==> src/common/swl_regs.svh <==
// Notes on behaviour
// - Bits run back to back; each bit spans rising edge to next rising edge.
// - Each bit is decoded against its own period, whatever the period length.
// - A one has its high phase between 70 and 80 percent of the period.
// - A zero has its high phase between 20 and 30 percent of the period.
// - Bit period 1 to 5 us by default, 0.590 to 10 us when extended.
// - Slave changes its current only while the line voltage is low, except when it raises it for a slave resume while paused.
// - Paused: voltage high, current low; left only by resume or shutdown (a suspend leaves the current at the last bit sent).
// - Activated: bits flow both ways until the master suspends.
// - Deactivated: voltage and current low until activation.
// - After a master resume the slave may transmit during the idle bits.
// - Slave resumes by raising current; master answers within 5 us.
// - After a slave resume, slave starts its frame within four bits.
// - Line low over 30 us while paused means the link is deactivated.
// - First activation after power-up enters the operational power state.
// - Low-power frame at activation enters low power; only a command leaves it.
// - Full power never returns to low power without supply removal.
// - All interfaces idle and link off: power saving within 10 ms.
// - Power saving ends as soon as any interface resumes.
`ifndef SWL_REGS_SVH
`define SWL_REGS_SVH
`define SWL_CLK_MHZ 100
`define SWL_BIT_MAX_NS 10000
`define SWL_DEACT_NS 30000
`define SWL_SAVE_NS 10000000
`define SWL_RESUME_IDLE_BITS 4'h8
`define SWL_RESUME_SOF_BITS 3'h4
`define SWL_FIFO_WIDTH 8
`define SWL_FIFO_DEPTH 16
`define SWL_CNT_W 16
`define SWL_SAVE_W 20
`endif

==> src/common/swl_pkg.sv <==
`include "swl_regs.svh"
package swl_pkg;
  typedef enum logic [4:0] {
    SWL_LINK_OFF = 5'b00001,
    SWL_LINK_PAUSED = 5'b00010,
    SWL_LINK_RESUMING = 5'b00100,
    SWL_LINK_WAKE = 5'b01000,
    SWL_LINK_ACTIVE = 5'b10000
  } swl_link_t;

  typedef struct packed {
    logic operational;
    logic low_power;
    logic power_save;
  } swl_pwr_t;

  typedef struct packed {
    logic sync1;
    logic sync2;
    logic line_d;
    logic have_edge;
    swl_link_t link;
    logic [`SWL_CNT_W-1:0] per_cnt;
    logic [`SWL_CNT_W-1:0] high_cnt;
    logic [`SWL_CNT_W-1:0] low_cnt;
    logic rx_bit;
    logic rx_valid;
    logic [3:0] idle_cnt;
    logic cur;
    logic [`SWL_FIFO_WIDTH-1:0] sh;
    logic [3:0] sh_cnt;
    logic resp_wait;
    logic [2:0] resp_cnt;
    swl_pwr_t pwr;
    logic full_locked;
    logic [`SWL_SAVE_W-1:0] save_cnt;
  } swl_phy_state_t;
endpackage : swl_pkg

==> src/rtl/swl_fifo.sv <==
`timescale 1ns/10ps
module swl_fifo #(
  parameter int WIDTH = 8,
  parameter int DEPTH = 16
) (
  input wire logic clk_in,
  input wire logic reset_n_in,
  input wire logic in_valid_in,
  output logic in_ready_out,
  input wire logic [WIDTH-1:0] in_data_in,
  output logic out_valid_out,
  input wire logic out_ready_in,
  output logic [WIDTH-1:0] out_data_out
);
  localparam int AW = $clog2(DEPTH);

  typedef struct packed {
    logic [DEPTH-1:0][WIDTH-1:0] mem;
    logic [AW-1:0] wr;
    logic [AW-1:0] rd;
    logic [AW:0] cnt;
  } swl_fifo_state_t;

  swl_fifo_state_t q_reg;
  swl_fifo_state_t q_next;
  logic push;
  logic pop;

  assign in_ready_out = (q_reg.cnt != (AW+1)'(DEPTH));
  assign out_valid_out = (q_reg.cnt != '0);
  assign out_data_out = q_reg.mem[q_reg.rd];
  assign push = in_valid_in & in_ready_out;
  assign pop = out_valid_out & out_ready_in;

  always_comb begin
    q_next = q_reg;
    if (push) begin
      q_next.mem[q_reg.wr] = in_data_in;
      q_next.wr = q_reg.wr + AW'(1);
    end
    if (pop) begin
      q_next.rd = q_reg.rd + AW'(1);
    end
    q_next.cnt = q_reg.cnt + (AW+1)'(push) - (AW+1)'(pop);
  end

  always_ff @(posedge clk_in or negedge reset_n_in) begin
    if (!reset_n_in) begin
      q_reg <= '0;
    end else begin
      q_reg <= q_next;
    end
  end
endmodule : swl_fifo

==> src/rtl/swl_phy.sv <==
`timescale 1ns/10ps
`include "swl_regs.svh"
module swl_phy #(
  parameter int SAVE_CYC = (`SWL_SAVE_NS / 1000) * `SWL_CLK_MHZ
) (
  input wire logic clk_in,
  input wire logic reset_n_in,
  input wire logic shared_line_in,
  output logic slave_current_out,
  input wire logic [`SWL_FIFO_WIDTH-1:0] tx_data_in,
  input wire logic tx_valid_in,
  output logic tx_ready_out,
  output logic rx_bit_out,
  output logic rx_valid_out,
  output swl_pkg::swl_link_t link_state_out,
  input wire logic others_idle_in,
  input wire logic low_power_req_in,
  input wire logic full_power_cmd_in,
  output swl_pkg::swl_pwr_t pwr_status_out
);
  // Longest bit (10 us) rounds down; a high run beyond it can only be a suspend
  localparam int BIT_MAX_CYC = (`SWL_BIT_MAX_NS * `SWL_CLK_MHZ) / 1000;
  // Least deactivation time rounds up
  localparam int DEACT_CYC = (`SWL_DEACT_NS * `SWL_CLK_MHZ + 999) / 1000;
  localparam logic [`SWL_CNT_W-1:0] BIT_MAX = `SWL_CNT_W'(BIT_MAX_CYC);
  localparam logic [`SWL_CNT_W-1:0] DEACT = `SWL_CNT_W'(DEACT_CYC);
  localparam logic [`SWL_SAVE_W-1:0] SAVE_LAST = `SWL_SAVE_W'(SAVE_CYC - 1);

  swl_pkg::swl_phy_state_t q_reg;
  swl_pkg::swl_phy_state_t q_next;
  logic rise;
  logic fall;
  logic tx_slot;
  logic tx_pop;
  logic fifo_valid;
  logic [`SWL_FIFO_WIDTH-1:0] fifo_data;

  ////////////////////////////////////////////////////////////////////////////
  // Transmit buffer: user pushes bytes, the link drains one bit per master bit

  swl_fifo #(
    .WIDTH(`SWL_FIFO_WIDTH),
    .DEPTH(`SWL_FIFO_DEPTH)
  ) u_tx_fifo (
    .clk_in(clk_in),
    .reset_n_in(reset_n_in),
    .in_valid_in(tx_valid_in),
    .in_ready_out(tx_ready_out),
    .in_data_in(tx_data_in),
    .out_valid_out(fifo_valid),
    .out_ready_in(tx_pop),
    .out_data_out(fifo_data)
  );

  ////////////////////////////////////////////////////////////////////////////
  // Edges of the synchronised line

  assign rise = q_reg.sync2 & ~q_reg.line_d;
  assign fall = ~q_reg.sync2 & q_reg.line_d;
  // Slave bits go out only on a falling edge, so the current settles while low
  assign tx_slot = fall && (q_reg.link == swl_pkg::SWL_LINK_ACTIVE ||
                            q_reg.link == swl_pkg::SWL_LINK_RESUMING);
  assign tx_pop = tx_slot && (q_reg.sh_cnt == 4'h0) && fifo_valid;

  assign slave_current_out = q_reg.cur;
  assign rx_bit_out = q_reg.rx_bit;
  assign rx_valid_out = q_reg.rx_valid;
  assign link_state_out = q_reg.link;
  assign pwr_status_out = q_reg.pwr;

  function automatic logic [`SWL_CNT_W-1:0] sat_inc(input logic [`SWL_CNT_W-1:0] v);
    sat_inc = (v == '1) ? v : v + `SWL_CNT_W'(1);
  endfunction : sat_inc

  ////////////////////////////////////////////////////////////////////////////
  // Next state

  always_comb begin
    q_next = q_reg;
    q_next.sync1 = shared_line_in;
    q_next.sync2 = q_reg.sync1;
    q_next.line_d = q_reg.sync2;
    q_next.rx_valid = 1'b0;

    // Period and high time measured per bit, from its own rising edge
    if (rise) begin
      q_next.per_cnt = `SWL_CNT_W'(1);
      q_next.high_cnt = `SWL_CNT_W'(1);
      q_next.have_edge = 1'b1;
    end else begin
      q_next.per_cnt = sat_inc(q_reg.per_cnt);
      if (q_reg.sync2) begin
        q_next.high_cnt = sat_inc(q_reg.high_cnt);
      end
    end
    q_next.low_cnt = q_reg.sync2 ? '0 : sat_inc(q_reg.low_cnt);

    // Threshold at half period leaves margin to both 30 and 70 percent marks
    if (rise && q_reg.have_edge && (q_reg.link == swl_pkg::SWL_LINK_ACTIVE ||
                                    q_reg.link == swl_pkg::SWL_LINK_RESUMING)) begin
      q_next.rx_valid = 1'b1;
      q_next.rx_bit = ({q_reg.high_cnt, 1'b0} > {1'b0, q_reg.per_cnt});
    end

    case (q_reg.link)
      swl_pkg::SWL_LINK_OFF: begin
        q_next.cur = 1'b0;
        q_next.sh_cnt = 4'h0;
        q_next.have_edge = 1'b0;
        if (rise) begin
          q_next.link = swl_pkg::SWL_LINK_PAUSED;
        end
      end
      swl_pkg::SWL_LINK_PAUSED: begin
        q_next.have_edge = 1'b0;
        if (fall) begin
          q_next.link = swl_pkg::SWL_LINK_RESUMING;
          q_next.idle_cnt = 4'h0;
        end else if (q_reg.sync2 && fifo_valid) begin
          q_next.cur = 1'b1;
          q_next.link = swl_pkg::SWL_LINK_WAKE;
        end
      end
      swl_pkg::SWL_LINK_RESUMING: begin
        if (q_reg.low_cnt >= DEACT) begin
          q_next.link = swl_pkg::SWL_LINK_OFF;
          q_next.cur = 1'b0;
        end else if (rise) begin
          // First rise closes the transition sequence, eight idle bits follow
          if (q_reg.idle_cnt == `SWL_RESUME_IDLE_BITS) begin
            q_next.link = swl_pkg::SWL_LINK_ACTIVE;
          end else begin
            q_next.idle_cnt = q_reg.idle_cnt + 4'h1;
          end
        end
      end
      swl_pkg::SWL_LINK_WAKE: begin
        if (q_reg.low_cnt >= DEACT) begin
          q_next.link = swl_pkg::SWL_LINK_OFF;
          q_next.cur = 1'b0;
        end else if (fall) begin
          q_next.cur = 1'b0;
        end else if (rise) begin
          q_next.link = swl_pkg::SWL_LINK_ACTIVE;
          q_next.resp_wait = 1'b1;
          q_next.resp_cnt = 3'h0;
        end
      end
      swl_pkg::SWL_LINK_ACTIVE: begin
        if (q_reg.sync2 && q_reg.high_cnt > BIT_MAX) begin
          q_next.link = swl_pkg::SWL_LINK_PAUSED;
          q_next.sh_cnt = 4'h0;
          q_next.resp_wait = 1'b0;
        end
      end
      default: begin
        q_next.link = swl_pkg::SWL_LINK_OFF;
      end
    endcase

    // Serialiser, MSB first; an empty buffer sends zero-valued idle bits
    if (tx_slot) begin
      if (q_reg.sh_cnt != 4'h0) begin
        q_next.cur = q_reg.sh[`SWL_FIFO_WIDTH-1];
        q_next.sh = {q_reg.sh[`SWL_FIFO_WIDTH-2:0], 1'b0};
        q_next.sh_cnt = q_reg.sh_cnt - 4'h1;
      end else if (fifo_valid) begin
        q_next.cur = fifo_data[`SWL_FIFO_WIDTH-1];
        q_next.sh = {fifo_data[`SWL_FIFO_WIDTH-2:0], 1'b0};
        q_next.sh_cnt = 4'(`SWL_FIFO_WIDTH - 1);
      end else begin
        q_next.cur = 1'b0;
      end
    end

    // Bits elapsed between a slave resume and the first transmitted byte
    if (q_reg.resp_wait) begin
      if (tx_pop) begin
        q_next.resp_wait = 1'b0;
      end else if (rise && q_reg.resp_cnt != 3'h7) begin
        q_next.resp_cnt = q_reg.resp_cnt + 3'h1;
      end
    end

    if (q_reg.link == swl_pkg::SWL_LINK_ACTIVE) begin
      q_next.pwr.operational = 1'b1;
    end
    // Low power only before any upper-layer return to full power
    if (full_power_cmd_in) begin
      q_next.pwr.low_power = 1'b0;
      q_next.full_locked = 1'b1;
    end else if (low_power_req_in && !q_reg.full_locked &&
                 q_reg.link != swl_pkg::SWL_LINK_OFF) begin
      q_next.pwr.low_power = 1'b1;
    end

    if (q_reg.link == swl_pkg::SWL_LINK_OFF && others_idle_in) begin
      if (q_reg.save_cnt == SAVE_LAST) begin
        q_next.pwr.power_save = 1'b1;
      end else begin
        q_next.save_cnt = q_reg.save_cnt + `SWL_SAVE_W'(1);
      end
    end else begin
      q_next.save_cnt = '0;
      q_next.pwr.power_save = 1'b0;
    end
  end

  always_ff @(posedge clk_in or negedge reset_n_in) begin
    if (!reset_n_in) begin
      q_reg <= '{link: swl_pkg::SWL_LINK_OFF, default: '0};
    end else begin
      q_reg <= q_next;
    end
  end
endmodule : swl_phy
==> config.mk <==
export PLATFORM = sky130hd
export DESIGN_NAME = swl_phy
export DESIGN_NICKNAME = d
export VERILOG_FILES = /design/src/common/swl_pkg.sv /design/src/rtl/swl_fifo.sv /design/src/rtl/swl_phy.sv
export VERILOG_INCLUDE_DIRS = /design/src /design/src/common
export SDC_FILE = /design/constraint.sdc
export NUM_CORES = 1
export LEC_CHECK = 0
export BUFFER_PORTS_ARGS = -buffer_cell sky130_fd_sc_hd__buf_2
export CELL_PAD_IN_SITES_DETAIL_PLACEMENT = 0
export CELL_PAD_IN_SITES_GLOBAL_PLACEMENT = 1
export CORE_ASPECT_RATIO = 1.75
export CORE_MARGIN = 2
export CORE_UTILIZATION = 47
export DETAILED_ROUTE_END_ITERATION = 10
export PLACE_DENSITY_LB_ADDON = 0.1
export SLEW_MARGIN = 20
export SYNTH_ARGS = -nofsm -noshare
export SYNTH_HDL_FRONTEND = slang
export SYNTH_HIERARCHICAL = 1
export SYNTH_SLANG_ARGS = --single-unit
==> constraint.sdc <==
create_clock -name clk_in -period 2.8 [get_ports clk_in]
set_clock_uncertainty 0.1 [all_clocks]
set_input_delay 0.42 -clock clk_in [delete_from_list [all_inputs] [get_ports clk_in]]
set_output_delay 0.42 -clock clk_in [all_outputs]
set_load 0.005 [all_outputs]
Word level (Yosys, flattened, before mapping)

Cells that the tools add are included.
Widths: inputs -> output; s select.

Output and inout port bits: 12
Register bits: 245
Input port bits: 15

Add/subtract/negate cells: 11
Eq/ne operators: 33
Bitwise logic cells: 6
Reductions and logical operators: 29
Order comparisons: 6
Multiplexer cells: 57

Operators with widths:

| operator              | number |
|---|---|
| $bwmux 128            | 1 |
| $mux 16               | 5 |
| $mux 5                | 11 |
| $add 16x1->16 const B | 3 |
| $eq 16x16->1 const B  | 3 |
| $mux 20               | 2 |
| $bmux 8 s4            | 1 |
| $demux 8 s4           | 1 |
| $mux 32               | 1 |
| $mux 4                | 8 |
| $mux 13               | 2 |
| $pmux 5 s5            | 1 |
| $add 20x1->20 const B | 1 |
| $eq 20x20->1 const B  | 1 |
| $ne 2x2->1 const B    | 9 |
| $ne 3x3->1 const B    | 6 |
| $gt 17x16->1          | 1 |
| $ge 16x12->1 const B  | 1 |
| $gt 16x10->1 const B  | 1 |
| $mux 8                | 2 |
| $pmux 4 s2            | 2 |
| $mux 1                | 14 |
| $add 4x1->4 const B   | 3 |
| $logic_and 1x1->1     | 12 |
| 34 further kinds      | 50 |

Longest topological paths before layout

Depth in word-level cells: 9
Mapped depth: 15
Mapped depth without buffers: 14

Cells and area by module

The synthesis kept the hierarchy.

By module, submodules not included:

| module   | area each (sq um) | sequential area each (sq um) | cells each | instances |
|---|---|---|---|---|
| swl_fifo | 6742.7            | 3528.4                       | 457        | 1 |
| swl_phy  | 5759.3            | 2478.6                       | 634        | 1 |

Least setup slack after synthesis

Ideal clock, no wire load.

Path kind: flip-flop to flip-flop
Start: reg u_tx_fifo/q_reg[3] (netlist bit)
End: reg u_tx_fifo/q_reg[4] (netlist bit)
Slack: -0.223 ns
Path buffers: 1
Arrival: 2.800 ns
Library setup time: 0.123 ns
Stages on the path, launching flop included: 16
Cell sequence: dfrtp_1 > inv_1 > ha_1 > or4b_4 > nand2_1 > nor2_1 > and2_4 > buf_6 > ha_1 > inv_1 > ha_1 > fa_1 > a21oi_1 > nor2_1 > nor2_1 > xnor2_1

RTL lines:

| element                  | line           | RTL |
|---|---|---|
| start: declaration       | swl_fifo.sv:24 | `swl_fifo_state_t q_reg;` |
| start signal: assignment | swl_fifo.sv:51 | `q_reg <= q_next;` |

==> impl_results.md <==
- Nets: 1181
- VDD IR max: 0.657 mV
- Setup violators final: 0
- Clock sink count: 240
- Main combinational cell family by area after synthesis: multiplexers
- Fillers: 2348
- Register area share after synthesis: 0.480
- Fmax: 359 MHz
- Post-synth top area cell: dfrtp_1
- Hold WC Path Type: primary input to register
- Min setup slack post-route: 16.0 ps
- Clk pwr share: 0.293
- CP Launch Type: register
- Critical path arrival: about 3100 ps
- Synth cell types: 80
- Post-DRT Antenna Nets: 0
- Logic pwr share: 0.301
- Synth top area cells: dfrtp_1, mux2_2, ha_1, mux4_2, mux2i_1
- Sw power: a little under 4 mW
- Initial antenna violation count: 0
- CP Max Fanout: 3
- CP max-delay cell: or4b_4
- Clk slew on worst S/H paths: around 60 ps
- Max reg flops: 141
- Max Cap Violations: 0
- Fin. Hold Viols: 0
- WL final: 29.6 mm
- GRT busiest layer: met2
- Die H: 220 um
- Met2 usage: 0.434
- Global route overflow: 0
- WL/cell: 20.1 um
- Setup crit end kind: register
- Asr flop ratio synth: 1.00
- TritonRoute pass-1 iters: 5
- CP peak stage delay: just under 500 ps
- Register share of total power: 0.406
- Total die area: 0.0280 mm2
- DRC viols: 0
- Largest net degree at the start of global routing: between 60 and 70
- First-pass GRT wire length: 47.9 mm
- RD Place Congestion: 0.781
- Bufs and invs on worst path: 2
- PwrDens: 919 mW/mm2
- Syn_nets: 1143
- Setup CP Type: register to register
- Run status: finished, final reports clean
- Most used flip-flop cell after synthesis: dfrtp_1
- Slew margin rel.: 0.592
- Vias in the first global route: 8847
- H-tree levels: 1
- Syn Area/Cell: 11.5 um2
- EDFF count, synth: 0
- Final Max Slew Viols: 0
- Post-Synth Simple-Gate Area: 0.136
- Final Critical Period: between 2000 and 3000 ps
- Finished Layout Cells: 1473
- # rows: 79
- FF+latch count, synth: 240
- CP Data Required Time: 3150 ps
- Ratio of cells with drive above 1 in the final layout: 0.262
- Placed cell count: ~1.4k
- Layout area overhead: 12.9%
- Core area: 0.0264 mm2
- Vias: between 8k and 9k
- Met3 GRT Util: 0.0248
- Antenna diodes: 0
- Boundary Pins: 27
- Master cell of the clock root buffer: clkbuf_16
- Clock buffer depth: 3
- Post-synthesis xor/xnor area fraction: 0.0315
- GR Util met1: 0.231
- Dpl ws: -14.4 ps
- Initial DRC count: 378
- Post-synthesis mux area share: 0.176
- Synth Warn #: 6
- Post-synthesis cell area: 0.0125 mm2
- Port Buffers: 26
- Syn Inst Count: 1091
- Skew-Pair Late Insertion Delay: 540 ps
- Num CTS Buffers: 26
- Compound-Gate Fraction of Synth Area: 0.0996
- RSZ-0062 raised after global routing: true
- P_int: 9.01 mW
- GR Util All Layers: 0.217
- CP top delay family: simple AND/OR/NAND/NOR gates
- Vias/cell: 5.83
- Measured slew at the worst slew-check pin: 607 ps
- Initial Util: 0.474
- Worst-path cell chain: inv_2 -> ha_4 -> or4b_4 -> nand2_4 -> nor2_2 -> and2_4 -> ha_4 -> inv_1 -> ha_2 -> fa_2 -> a21oi_2 -> nor2_1 -> nor2_1 -> xnor2_1
- Post-route clock period utilization: 0.994
- Detail Placement HPWL: 21.1 mm
- CTS tree: done
- Post-synth top area share: 0.478
- Leakage: 6.19 nW
- Switch share: 0.306
- Adder-Cell Fraction of Synth Area: 0.0376
- Setup bufs post-CTS: 0
- Die X: roughly 130 um
[synthesized netlist by cell type (all sizes together) (16+ instances only)]
cell / n
dfrtp: 239
mux2: 131
nor2: 75
nand2: 56
nand3: 50
o21ai: 43
inv: 42
a21oi: 36
ha: 36
buf: 33
mux2i: 33
clkbuf: 28
xnor2: 24
xor2: 21
and3: 17
nor4: 17
a221oi: 16
mux4: 16
nand4: 16
[metal layers]
metal,part of all wire,vias up,wire (um)
li1,-,4076,-
met1,0.37,4369,10900
met2,0.58,91,17100
met3,0.023,49,695
met4,0.031,0,915
met5,0,-,0
[kinds of logic after synthesis]
group                    after synthesis
AO/OA/AOI/OAI                        183
XOR/XNOR                              45
adder cells (fa/ha/maj)               37
buffers and inverters                103
flip-flops                           240
multiplexers                         180
AND/OR/NAND/NOR                      303
[power groups by stage]
stage / logic, mW / registers (mW) / clock network [mW]
floorplan: 3.11 / 5.07 / 0
global placement: 3.85 / 5.28 / 0
detailed placement: 3.93 / 5.32 / 0
CTS: 3.97 / 5.27 / 3.91
global route: 4.29 / 5.41 / 4.05
finish: 3.91 / 5.27 / 3.80
[metrics by stage]
stage	TNS, ps	hold slack [ps]	area [um2]	power [mW]	util
final	0	43.5	14100	13.0	0.535
after global routing	-146	36.2	14100	13.8	0.535
after floorplan	-82.1	24.4	12500	8.18	-
after CTS	-3.15	14.5	14100	13.2	0.535
after global placement	0	238	13100	9.13	0.497
after detailed placement	-14.4	237	13100	9.25	0.497
[final cells by class]
class,count,area (um2),share of cell area
Clock buffer,36,790,0.0559
Clock inverter,12,175,0.0124
Inverter,42,158,0.0112
Multi-Input combinational cell,748,6050,0.428
Sequential cell,240,6010,0.426
Tap cell,324,405,0.0287
Timing Repair Buffer,71,536,0.0379
[worst reg2reg max path: cells and delay by family (launching register included)]
kind | cells | cell delay, ps
AOI/OAI and AO/OA | 1 | 120
xor gates and xnor gates | 1 | 140
adders and majority gates | 4 | 900
buffers and inverters | 2 | 120
DFF | 1 | 400
and+or+nand+nor | 6 | 940
[path summary, 6_finish.rpt]
| check | from | to | slack (ps) | cells after the start |
|---|---|---|---|---|
| worst max-delay path | u_tx_fifo/q_reg[2] | u_tx_fifo/q_reg[4] | 20 | 14 |
| worst min-delay path | low_power_req_in | pwr_status_out[1] | 40 | 3 |
| worst max register to register | u_tx_fifo/q_reg[2] | u_tx_fifo/q_reg[4] | 20 | 14 |
| worst min register to register | q_next[102] | q_next[101] | 250 | 0 |
| max in group asynchronous | reset_n_in | u_tx_fifo/q_reg[5] | 1490 | 3 |
| min in group asynchronous | reset_n_in | q_reg[84] | 340 | 2 |
[cells in the final DEF, fill, tap and decap left out, drive strengths merged, types with 21 or more instances in the layout]
| cell type | count |
|---|---|
| a21oi | 36 |
| buf | 68 |
| clkbuf | 36 |
| dfrtp | 239 |
| ha | 36 |
| inv | 43 |
| mux2 | 131 |
| mux2i | 33 |
| nand2 | 56 |
| nand3 | 50 |
| nor2 | 75 |
| o21ai | 43 |
| xnor2 | 24 |
| xor2 | 21 |
[repair_timing]
item / CTS / global route
endpoints found under the setup margin: 1 / 1
gates resized for setup: 3 / 0
hold buffers: 3 / 0
pin swaps: 3 / 0
endpoints found under the hold margin: 68 / 0
No activity file was read; power rests on OpenSTA's default activity.
